<file path="src/hw/dwl_pkg.sv">
// dwl_pkg: constants and carrier types for the serial word loader.
// assumes: one system clock samples every serial pin; no bus on the block.
package dwl_pkg;
	localparam int DWL_WORD_BITS = 16;
	localparam int DWL_CODE_BITS = 12;
	localparam logic [4:0] DWL_LAST_BIT = 5'h10;
	// field positions inside the received word
	localparam int DWL_SPEED_POS = 14;
	localparam int DWL_PWRDN_POS = 13;
	localparam int DWL_CODE_MSB = 11;
	// reset values of the converter latch and of the shift register
	localparam logic [11:0] DWL_CODE_RST = 12'h000;
	localparam logic DWL_SPEED_RST = 1'b0;
	localparam logic DWL_PWRDN_RST = 1'b0;
	localparam logic [15:0] DWL_WORD_RST = 16'h0000;
	// buffer depth is fixed at two entries
	localparam int DWL_BUF_DEPTH = 2;

	typedef struct packed {
		logic speed_sel;
		logic powerdown_sel;
		logic [11:0] code;
	} dwl_latch_t;

	localparam dwl_latch_t DWL_LATCH_RST = '{DWL_SPEED_RST, DWL_PWRDN_RST, DWL_CODE_RST};
endpackage

</file>
<file path="src/hw/dwl_loader.sv">
// dwl_loader: serial input logic of a 12-bit converter: shift register,
// bit counter, word buffer and converter latch.
// assumes: select, frame-sync, shift clock and data are asynchronous pins,
// sampled by clock (20 MHz); the shift clock runs much slower than clock.
`timescale 1ns/100ps

// Function
// - input accepted only while select low
// - select high ignores sync, clock, data
// - sync falling edge starts a new frame
// - sample data on falling shift edge, MSB first
// - latch after sixteen bits or sync rise
// - count-complete latch on next rising edge
// - reset clears latch: code zero, slow, on
// - works with select gated or tied low
// - bits 11..0 are code; 15,12 ignored
// - bit 14 one selects fast mode
// - bit 13 one selects power-down
// - power-down disables all amplifiers
module dwl_loader import dwl_pkg::*; (
	// clock and reset
	input wire logic clock,
	input wire logic rst_n,
	// serial pins from the host
	input wire logic select_n,
	input wire logic frame_sync_n,
	input wire logic shift_clk,
	input wire logic serial_data,
	// latch stall from the converter core
	input wire logic latch_ready,
	// converter latch outputs
	output logic [11:0] dac_code,
	output logic speed_sel,
	output logic powerdown_sel,
	output logic amp_enable,
	output logic latch_update,
	// status
	output logic frame_active,
	output logic word_dropped
);
	////////////////////////////////////////////////////////////////////////////
	// two-flop synchronisers; stage one is read only by stage two
	logic [3:0] sync1_r;
	logic [3:0] sync2_r;
	logic [3:0] prev_r;

	always_ff @(posedge clock) begin
		if (!rst_n) begin
			sync1_r <= 4'hf;
			sync2_r <= 4'hf;
			prev_r <= 4'hf;
		end else begin
			sync1_r <= {select_n, frame_sync_n, shift_clk, serial_data};
			sync2_r <= sync1_r;
			prev_r <= sync2_r;
		end
	end

	// edge helper used for every pin edge below
	function automatic logic fell(input logic cur, input logic prv);
		return prv && !cur;
	endfunction

	wire sel_low = !sync2_r[3];
	wire fs_fall = sel_low && fell(sync2_r[2], prev_r[2]);
	wire fs_rise = sel_low && fell(prev_r[2], sync2_r[2]);
	wire sck_fall = sel_low && fell(sync2_r[1], prev_r[1]);
	wire sck_rise = sel_low && fell(prev_r[1], sync2_r[1]);
	// data is taken with the shift edge from the same delayed sample
	wire din_s = prev_r[0];

	////////////////////////////////////////////////////////////////////////////
	// frame state machine
	typedef enum logic [1:0] {ST_IDLE, ST_SHIFT, ST_FULL} dwl_state_t;
	dwl_state_t state_r;
	dwl_state_t state_nxt;
	logic [15:0] shift_r;
	logic [15:0] shift_nxt;
	logic [4:0] count_r;
	logic [4:0] count_nxt;
	logic push;
	logic buf_ready;

	// a new sync fall always wins, even over a pending count-complete
	always_comb begin
		state_nxt = state_r;
		shift_nxt = shift_r;
		count_nxt = count_r;
		push = 1'b0;
		if (fs_fall) begin
			state_nxt = ST_SHIFT;
			shift_nxt = DWL_WORD_RST;
			count_nxt = 5'h00;
		end else begin
			case (state_r)
				ST_IDLE: begin
					state_nxt = ST_IDLE; // no shifting before a sync fall
				end
				ST_SHIFT: begin
					if (fs_rise) begin
						push = (count_r != 5'h00); // early end by sync rise
						state_nxt = ST_IDLE;
					end else if (sck_fall) begin
						shift_nxt = {shift_r[14:0], din_s};
						count_nxt = count_r + 5'h01;
						if (count_r + 5'h01 == DWL_LAST_BIT) begin
							state_nxt = ST_FULL;
						end
					end
				end
				ST_FULL: begin
					// sixteen bits in; wait for the next rising shift edge
					if (sck_rise || fs_rise) begin
						push = 1'b1;
						state_nxt = ST_IDLE;
					end
				end
				default: begin
					state_nxt = ST_IDLE;
				end
			endcase
		end
	end

	always_ff @(posedge clock) begin
		if (!rst_n) begin
			state_r <= ST_IDLE;
			shift_r <= DWL_WORD_RST;
			count_r <= 5'h00;
		end else begin
			state_r <= state_nxt;
			shift_r <= shift_nxt;
			count_r <= count_nxt;
		end
	end

	////////////////////////////////////////////////////////////////////////////
	// field split of the received word; bits 15 and 12 are dropped
	dwl_latch_t word_fields;
	assign word_fields.speed_sel = shift_r[DWL_SPEED_POS];
	assign word_fields.powerdown_sel = shift_r[DWL_PWRDN_POS];
	assign word_fields.code = shift_r[DWL_CODE_MSB:0];

	// a short frame leaves its bits right-aligned, as a partial shift would
	dwl_latch_t buf_out;
	logic buf_valid;

	dwl_buf2 u_buf (
		.clock(clock),
		.rst_n(rst_n),
		.in_valid(push),
		.in_ready(buf_ready),
		.in_data(word_fields),
		.out_valid(buf_valid),
		.out_ready(latch_ready),
		.out_data(buf_out)
	);

	////////////////////////////////////////////////////////////////////////////
	// converter latch; only loaded when the core is ready; a word pushed into a full buffer is lost
	dwl_latch_t latch_r;
	logic upd_r;
	logic drop_r;
	wire take = buf_valid && latch_ready;

	always_ff @(posedge clock) begin
		if (!rst_n) begin
			latch_r <= DWL_LATCH_RST;
			upd_r <= 1'b0;
			drop_r <= 1'b0;
		end else begin
			if (take) begin
				latch_r <= buf_out;
			end
			upd_r <= take;
			// serial hosts cannot be stalled; overflow is flagged until reset
			drop_r <= drop_r || (push && !buf_ready);
		end
	end

	assign dac_code = latch_r.code;
	assign speed_sel = latch_r.speed_sel;
	assign powerdown_sel = latch_r.powerdown_sel;
	assign amp_enable = !latch_r.powerdown_sel;
	assign latch_update = upd_r;
	// select tied low works unchanged: sel_low simply stays true
	assign frame_active = (state_r != ST_IDLE);
	assign word_dropped = drop_r;
endmodule // dwl_loader

</file>
<file path="src/hw/dwl_buf2.sv">
// dwl_buf2: two-entry buffer with valid/ready on both sides.
// assumes: source and sink are on the same clock as the buffer.
`timescale 1ns/100ps
module dwl_buf2 import dwl_pkg::*; (
	// clock and reset
	input wire logic clock,
	input wire logic rst_n,
	// fill side
	input wire logic in_valid,
	output logic in_ready,
	input wire dwl_latch_t in_data,
	// drain side
	output logic out_valid,
	input wire logic out_ready,
	output dwl_latch_t out_data
);
	dwl_latch_t mem_r [DWL_BUF_DEPTH];
	logic wr_ptr_r;
	logic rd_ptr_r;
	logic [1:0] count_r;
	wire push = in_valid && in_ready;
	wire pop = out_valid && out_ready;

	// honest flags straight from the occupancy count
	assign in_ready = (count_r != 2'h2);
	assign out_valid = (count_r != 2'h0);
	assign out_data = mem_r[rd_ptr_r];

	////////////////////////////////////////////////////////////////////////////
	// storage and pointers; data slots need no reset
	always_ff @(posedge clock) begin
		if (push) begin
			mem_r[wr_ptr_r] <= in_data;
		end
	end

	always_ff @(posedge clock) begin
		if (!rst_n) begin
			wr_ptr_r <= 1'b0;
			rd_ptr_r <= 1'b0;
			count_r <= 2'h0;
		end else begin
			wr_ptr_r <= wr_ptr_r ^ push;
			rd_ptr_r <= rd_ptr_r ^ pop;
			count_r <= count_r + {1'b0, push} - {1'b0, pop};
		end
	end
endmodule // dwl_buf2

</file>
<file path="config.mk">
export PLATFORM = sky130hd
export DESIGN_NAME = dwl_loader
export DESIGN_NICKNAME = d
export VERILOG_FILES = /design/src/hw/dwl_pkg.sv /design/src/hw/dwl_loader.sv /design/src/hw/dwl_buf2.sv
export SDC_FILE = /design/constraint.sdc
export NUM_CORES = 1
export LEC_CHECK = 0
export BUFFER_PORTS_ARGS = -buffer_cell sky130_fd_sc_hd__buf_2
export CAP_MARGIN = 5
export CORE_MARGIN = 3
export CORE_UTILIZATION = 45
export DETAILED_ROUTE_END_ITERATION = 10
export HOLD_SLACK_MARGIN = 0.06
export PLACE_DENSITY = 0.72
export SLEW_MARGIN = 20
export SYNTH_ARGS = -nofsm -noshare
export SYNTH_HDL_FRONTEND = slang
export SYNTH_SLANG_ARGS = --single-unit
</file>
<file path="constraint.sdc">
create_clock -name clock -period 3.1 [get_ports clock]
set_input_delay 0.31 -clock clock [delete_from_list [all_inputs] [get_ports clock]]
set_output_delay 0.31 -clock clock [all_outputs]
set_load 0.03 [all_outputs]
</file>
Word level (Yosys, flattened, before mapping)

Memories as Yosys holds them, arrays and structs flattened. A register that Yosys moved wholly into a read port is not among the register bits.
Index checks and enable logic that the tools add are counted.

Word-level logic and storage cells: 70
Bits in registers: 39
RAM bits: 28
Memories: 1

Muxes and demuxes: 12
Equality and inequality tests: 10
Bitwise gates (word level): 4
Reductions and logical operators: 28
Add/sub/neg operators: 3

Memory list:

| name        | words | width | read ports | clocked after memory_dff | write ports | line           | text |
|---|---|---|---|---|---|---|---|
| u_buf.mem_r | 2     | 14    | 1          | 1                        | 1           | dwl_buf2.sv:17 | `dwl_latch_t mem_r [DWL_BUF_DEPTH];` |

Operators with widths:

| cell                                          | count |
|---|---|
| logical AND 1 bit                             | 11 |
| != test 3 bit, second input constant          | 3 |
| AND reduction 3 bit                           | 3 |
| zero test 1 bit                               | 8 |
| two-way mux 2 bit                             | 4 |
| != test 4 bit, second input constant          | 2 |
| two-way mux 1 bit                             | 6 |
| adder 5 x 1 -> 5 bit, second input constant   | 1 |
| == test 5 bit, second input constant          | 1 |
| nonzero test 5 bit                            | 1 |
| != test 2 bit, second input constant          | 2 |
| one-hot mux 2 bit (2 select lines)            | 1 |
| nonzero test 2 bit                            | 2 |
| adder 2 x 1 -> 2 bit                          | 1 |
| == test 2 x 1 -> 1 bit, second input constant | 1 |
| == test 2 bit, second input constant          | 1 |
| logical OR 1 bit                              | 2 |
| NOT 1 bit                                     | 2 |
| one-hot mux 1 bit (2 select lines)            | 1 |
| OR reduction 2 bit                            | 1 |
| subtractor 2 x 1 -> 2 bit                     | 1 |
| XOR 1 bit                                     | 2 |

Logic depth before layout (Yosys ltp)

Gate-level depths: netlist of run 1.

Depth in word-level cells: 10
Mapped depth: 7

Hierarchy

Synthesis of run 1 repeated with hierarchy kept, for this count alone.

Cell total of the unflattened synthesis: 289
Area, all modules: 3,185.6 sq um

By module, submodules not included:

| module     | area an instance (sq um) | instances | seq. area each (sq um) | cells each |
|---|---|---|---|---|
| dwl_loader | 1,915.6                  | 1         | 980.9                  | 217 |
| dwl_buf2   | 1,270.0                  | 1         | 940.9                  | 72 |

Worst setup path before layout of run 1

OpenSTA, ideal clock, no wires.

Path type: reg2reg
From: reg count_r[0]
To: mem u_buf.mem_r[0][0] (netlist name), enable pin
Stages on the path, launching flop included: 7
Required time: 2,734 ps
Arrival time: 1,917 ps
Path buffers: 0
Setup slack: 817 ps
Clock period less this slack: 2,283 ps
Cells stage by stage: dfxtp_1 > inv_1 > ha_1 > nor4b_1 > or4b_4 > a21oi_2 > ha_1

Longest elaborated chain between the ends: 7

RTL lines:

| item                                    | line              | text |
|---|---|---|
| from (decl)                             | dwl_loader.sv:79  | `logic [4:0] count_r;` |
| from (signal assigned)                  | dwl_loader.sv:133 | `count_r <= count_nxt;` |
| nonzero test 5 bit                      | dwl_loader.sv:101 | `push = (count_r != 5'h00);` |
| two-way mux 1 bit                       | dwl_loader.sv:100 | `if (fs_rise) begin` |
| one-hot mux 1 bit (2 select lines)      | dwl_loader.sv:95  | `case (state_r)` |
| two-way mux 1 bit                       | dwl_loader.sv:90  | `if (fs_fall) begin` |
| logical AND 1 bit                       | dwl_buf2.sv:21    | `wire push = in_valid && in_ready;` |
| two-way mux 1 bit                       | dwl_buf2.sv:32    | `if (push) begin` |
| two-way mux 1 bit (not written as such) | dwl_buf2.sv:33    | `mem_r[wr_ptr_r] <= in_data;` |
| to (decl)                               | dwl_buf2.sv:17    |  |

Every way passes these cells.

Final worst setup path of run 1

From: reg count_r[0]
To: mem u_buf.mem_r[0][10] (netlist name), enable pin

The elaborated chain is that of the path after synthesis.

==> run metrics, run 1 <==
Design Power=1.99 mW; P_leak=1.36 nW; Most Frequent Cell on Critical Path=ha_1; buffer count from post-CTS setup fixing=0; P&R area growth vs syn=10.9%; setup_tns=0 ns; H-tree levels=3; Slew Limit Fails=0; Hold-fix buffers, CTS=0; Final Setup Violations=0; met2 Usage GRT=20.4%; period utilization=81.9%; Clock transition at path regs=0.08 ns; full die area=7920 sq um; Layout Nets=308; busiest layer in global routing=met2; Worst Skew=0.00476 ns; Die Y=89.0 microns; worst-path cell chain=inv_1 > ha_1 > nor4b_1 > or4b_4 > a21oi_2 > ha_1; Reg2Reg Setup Slack=0.56 ns; DRC violations left=0; GP Congestion=0.736; Core ar.=6530 sq um; largest net degree at the start of global routing=37; Synth top area share=34.2%; Post-synth top flop=dfxtp_1; top cells by count, synth=53 x dfxtp_1, 52 x nand2_1, 28 x edfxtp_1, 17 x a21oi_1; Post-Syn Nets=286; worst-margin pin slew=0.841 ns; sequential share of the synthesized area=61.3%; die width=89.0 microns; Final Routed Wirelength=4.63 mm; slowest stage delay, CP=0.59 ns; most frequent cell after synthesis=dfxtp_1; top-level I/O count=25; hpwl dp=3.04 mm; I/O Buffers=24; clock root buffer=clkbuf_8; number of diodes=0; Distinct cells, synth=42; Worst-Skew Late Latency=0.34 ns; crit path buf inv count=1; Fill cells=580; number of core rows=29; first-pass GRT wire length=7.67 mm; RSZ-0062 raised after global routing=no; max_slew headroom=43.8%; Hold Path Class=in2reg; Synth area leaders=dfxtp_1 34%, edfxtp_1 27%, nand2_1 6.3%; power per cell area=579 nW/um^2; layout cells sized above 1=16.8%; CP delay by family, top=adder cells; Critical Path AT=2.51 ns; Vias/cell=5.00; M3 GR Usage=4.70%; leading area contributor after synthesis=dfxtp_1; cells after synthesis=271; antenna violations before repair=0; Syn Std Cell Area=3100 sq um; CTS Buf Count=9; average footprint of a synthesized cell=11.4 sq um; critical path required time=3.07 ns; worst-path fanout max=14; fin crit period=2.54 ns; crit start category=register; maxcap violations=0; initial drt markers=78; Yosys Warn Count=0; EDFF count, synth=28; DR pass1 iterations=4; fmax=0.394 GHz; GR Overflow Total=0; CP Class=reg2reg; CTS Sinks=81; DR vias=1,875; cts repair resizes=0; slowest CP cell=ha_1; VDD IR max=218 uV; Antenna Nets Post-Route=0; status=complete, no violations; Final Hold Viols=0; crit end category=register; CTS tree=built; met1 GRT Util=15.7%; synthesized flop and latch total=81; Post-synth ARST share=0%; Global Route Usage Sum=12.8%; per-cell routed wire length=12.3 microns; Clock Tree Buf Depth=2; initial core utilization=47.5%; vias in the first global route=1,689
## report_power, final
part | internal, mW | switching (mW) | leakage [nW]
Sequential | 1.13 | 0.0315 | 0.627
Clock | 0.305 | 0.353 | 0.0855
Combinational | 0.0710 | 0.106 | 0.643
## per-stage QoR
step	instance area, sq um	util, %	hold WS [ns]	setup slack (ns)	cells
6_report	3440	52.7	0.147	0.560	375
5_1_grt	3440	52.7	0.130	0.423	375
4_1_cts	3440	52.7	0.129	0.546	375
3_5_place_dp	3270	50.1	0.391	0.562	359
3_3_place_gp	3270	50.1	0.389	0.634	359
2_1_floorplan	3100	-	0.386	0.817	271
## cell families after synthesis
logic type	Yosys count	share of synthesized area, %
AOI/OAI and AO/OA	43	10.1
buffers and inverters	23	2.90
DFF	81	61.3
xor gates and xnor gates	8	2.26
adders and majority gates	8	3.23
and+or+nand+nor	94	15.7
muxes	14	4.52
## worst register-to-register path, stage by stage (launching register included)
cell     delay, ns
dfxtp_1       0.44
inv_1         0.07
ha_1          0.18
nor4b_1       0.14
or4b_4        0.54
a21oi_2       0.21
ha_1          0.59
## routing by layer
metal  part of all wire (%)  routed length, microns
met3                    3.9                     181
met5                      0                       0
met2                     46                    2140
met1                     49                    2260
met4                   0.97                      45
## cell usage in the layout (no fill, tap or decap), types with 3 or more instances in the layout
master	Yosys	layout
nand4_1	3	3
nand2b_1	12	12
clkinv_2	0	3
edfxtp_1	28	28
xnor2_1	4	4
nand2_1	52	52
dfxtp_1	53	53
o211a_1	14	14
clkbuf_8	0	10
ha_1	8	8
inv_1	9	9
a21oi_1	17	17
nand3_1	3	3
mux2i_1	14	14
buf_2	3	24
xor2_1	4	4
nor2_1	4	4
and2_1	3	3
## registers in the layout (all words and copies together), names as in the netlist
name,count
u_buf.mem_r,28
shift_r,15
dac_code,12
count_r,5
sync1_r,4
sync2_r,4
prev_r,3
state_r,2
u_buf.count_r,2
latch_update,1
powerdown_sel,1
speed_sel,1
u_buf.rd_ptr_r,1
u_buf.wr_ptr_r,1
word_dropped,1
## layout make-up
| type | count | area (sq um) | share of cell area [%] |
|---|---|---|---|
| clock buffers | 10 | 138 | 4.00 |
| clock inverters | 6 | 33.8 | 0.982 |
| inverters | 9 | 33.8 | 0.982 |
| multi-input cells | 167 | 1110 | 32.3 |
| flip-flops and latches | 81 | 1900 | 55.3 |
| well taps | 77 | 96.3 | 2.80 |
| repair buffers | 25 | 128 | 3.71 |
## final timing paths
| kind | startpoint | endpoint | cells past startpoint |
|---|---|---|---|
| max | count_r[0] | u_buf.mem_r[0][10] | 6 |
| min | shift_clk | sync1_r[1] | 2 |
| max reg2reg | count_r[0] | u_buf.mem_r[0][10] | 6 |
| min reg2reg | sync2_r[0] | prev_r[0] | 1 |
No activity file was read; power rests on OpenSTA's default activity.
==> run 2: changes to the inputs <==
==> constraint.sdc (replaced) <==
create_clock -name clock -period 2.4 [get_ports clock]
set_input_delay 0.24 -clock clock [delete_from_list [all_inputs] [get_ports clock]]
set_output_delay 0.24 -clock clock [all_outputs]
set_load 0.03 [all_outputs]
==> run metrics, run 2 (synthesized netlist as in run 1, its figures left out) <==
GP Congestion=0.752; DR vias=1,932; Core ar.=6530 sq um; die width=89.0 microns; Vias/cell=5.06; fin crit period=2.27 ns; CP delay by family, top=simple AND/OR/NAND/NOR gates; CTS tree=built; Min Hold Slack=0.0814 ns; largest net degree at the start of global routing=31; DRC violations left=0; slowest CP cell=or4b_4; first-pass GRT wire length=7.98 mm; Clock transition at path regs=0.09 ns; full die area=7920 sq um; status=complete, no violations; Final Setup Violations=0; Post-Place Setup Slack=0.133 ns; GR Overflow Total=0; critical path required time=2.42 ns; P_leak=1.43 nW; CTS Buf Count=9; power per cell area=811 nW/um^2; Worst-Skew Late Latency=0.35 ns; cts repair resizes=0; leading cell type in the layout, fill and taps excluded=dfxtp_1; setup ws final=0.133 ns; layout cells sized above 1=18.0%; Comb power frac=8.1%; Fill cells=538; Reg2Reg Setup Slack=0.13 ns; Reg power frac=51.4%; worst-path cell chain=inv_1 > ha_1 > nor4b_1 > or4b_4 > a21oi_2 > and2_2; CP endpoint=u_buf.mem_r[1][9]; Die Y=89.0 microns; setup_tns=0 ns; post-layout util=55.0%; slowest stage delay, CP=0.54 ns; P&R area growth vs syn=15.8%; I/O Buffers=24; number of diodes=0; Global Route Usage Sum=13.4%; hpwl dp=3.24 mm; worst r2r dst=u_buf.mem_r[1][9]; CTS Sinks=81; Switching Share=23.7%; Hold Path Class=in2reg; H-tree levels=3; Psw=0.690 mW; crit end category=register; Antenna Nets Post-Route=0; crit start category=register; DR pass1 iterations=4; vias in the first global route=1,797; worst-path fanout max=14; Worst Skew=0.0100 ns; clock root buffer=clkbuf_8; number of core rows=29; max_slew headroom=43.6%; reg2reg start=count_r[0]; leading cell types in the layout, fill and taps excluded=53 x dfxtp_1, 52 x nand2_1, 28 x edfxtp_1, 24 x buf_2, 17 x a21oi_1; Pint=2.22 mW; VDD IR max=405 uV; fmax=0.441 GHz; Slew Limit Fails=0; Critical Path AT=2.29 ns; Final Hold Viols=0; Clock Power Share=40.6%; register area=1900 sq um; stages on the worst setup path=6; Clock Tree Buf Depth=2; CP Class=reg2reg; per-cell routed wire length=12.4 microns; worst-margin pin slew=0.844 ns; Critical Path Start=count_r[0]; Non-Filler Instances=382; antenna violations before repair=0; top-level I/O count=25; initial core utilization=47.5%; Multi-input gate area=1110 sq um; Final Routed Wirelength=4.74 mm; Layout Nets=315; initial drt markers=97; period utilization=94.5%; maxcap violations=0; max reg flops=28; RSZ-0062 raised after global routing=no; crit path buf inv count=1; dpl cells=363; reg2reg path depth=6; largest reg by FF count=u_buf.mem_r
-- run 2: cell count changes in the layout (fill, tap and decap cells not counted), sizes merged --
cell / delta
buf: +4
clkinv: -4
inv: +4
dlygate4sd3: +3
bufinv: +2
clkinvlp: -2
-- run 2: final cells by class --
| cell class | instances | area share [%] |
|---|---|---|
| inverter | 9 | 0.941 |
| tap | 77 | 2.68 |
| timing repair buffer | 32 | 5.57 |
| clock buffer | 10 | 4.15 |
| multi-input combinational | 167 | 30.9 |
| clock inverter | 6 | 2.79 |
| sequential | 81 | 53.0 |
-- run 2: worst min-delay path by stage --
stage,slack (ns),end,cells after the start,from
4_1_cts,0.06,sync1_r[1],2,shift_clk
3_5_place_dp,0.39,sync2_r[3],1,sync1_r[3]
2_1_floorplan,0.34,sync1_r[0],1,serial_data
5_1_grt,0.09,sync1_r[2],2,frame_sync_n
3_3_place_gp,0.39,sync2_r[1],1,sync1_r[1]
6_report,0.08,sync1_r[2],2,frame_sync_n
-- run 2: routing by layer --
layer  GRT usage (%)  vias to the layer above  share of wire [%]
li1                -                      997                  -
met1            15.3                      898                 47
met2            22.7                       29                 47
met3            4.70                        8                3.7
met4            6.09                        0                1.7
met5               0                        -                  0
-- run 2: timing repair --
item                                    CTS  global route
hold endpoints to repair                  2             1
buffers inserted                          0             0
hold buffers                              2             1
endpoints found under the setup margin    0             0
-- run 2: power by group through the flow --
stage | clock (mW) | sequential (mW) | combinational (mW)
after floorplan | 0 | 1.58 | 0.124
after global routing | 1.29 | 1.50 | 0.255
after detailed placement | 0 | 1.53 | 0.234
after global placement | 0 | 1.53 | 0.230
final | 1.18 | 1.50 | 0.235
after CTS | 1.21 | 1.50 | 0.236
-- run 2: per-stage QoR --
step	cell area, sq um	total power [mW]
4_1_cts	3580	2.94
3_3_place_gp	3310	1.76
2_1_floorplan	3100	1.70
5_1_grt	3590	3.05
3_5_place_dp	3310	1.76
6_report	3590	2.91
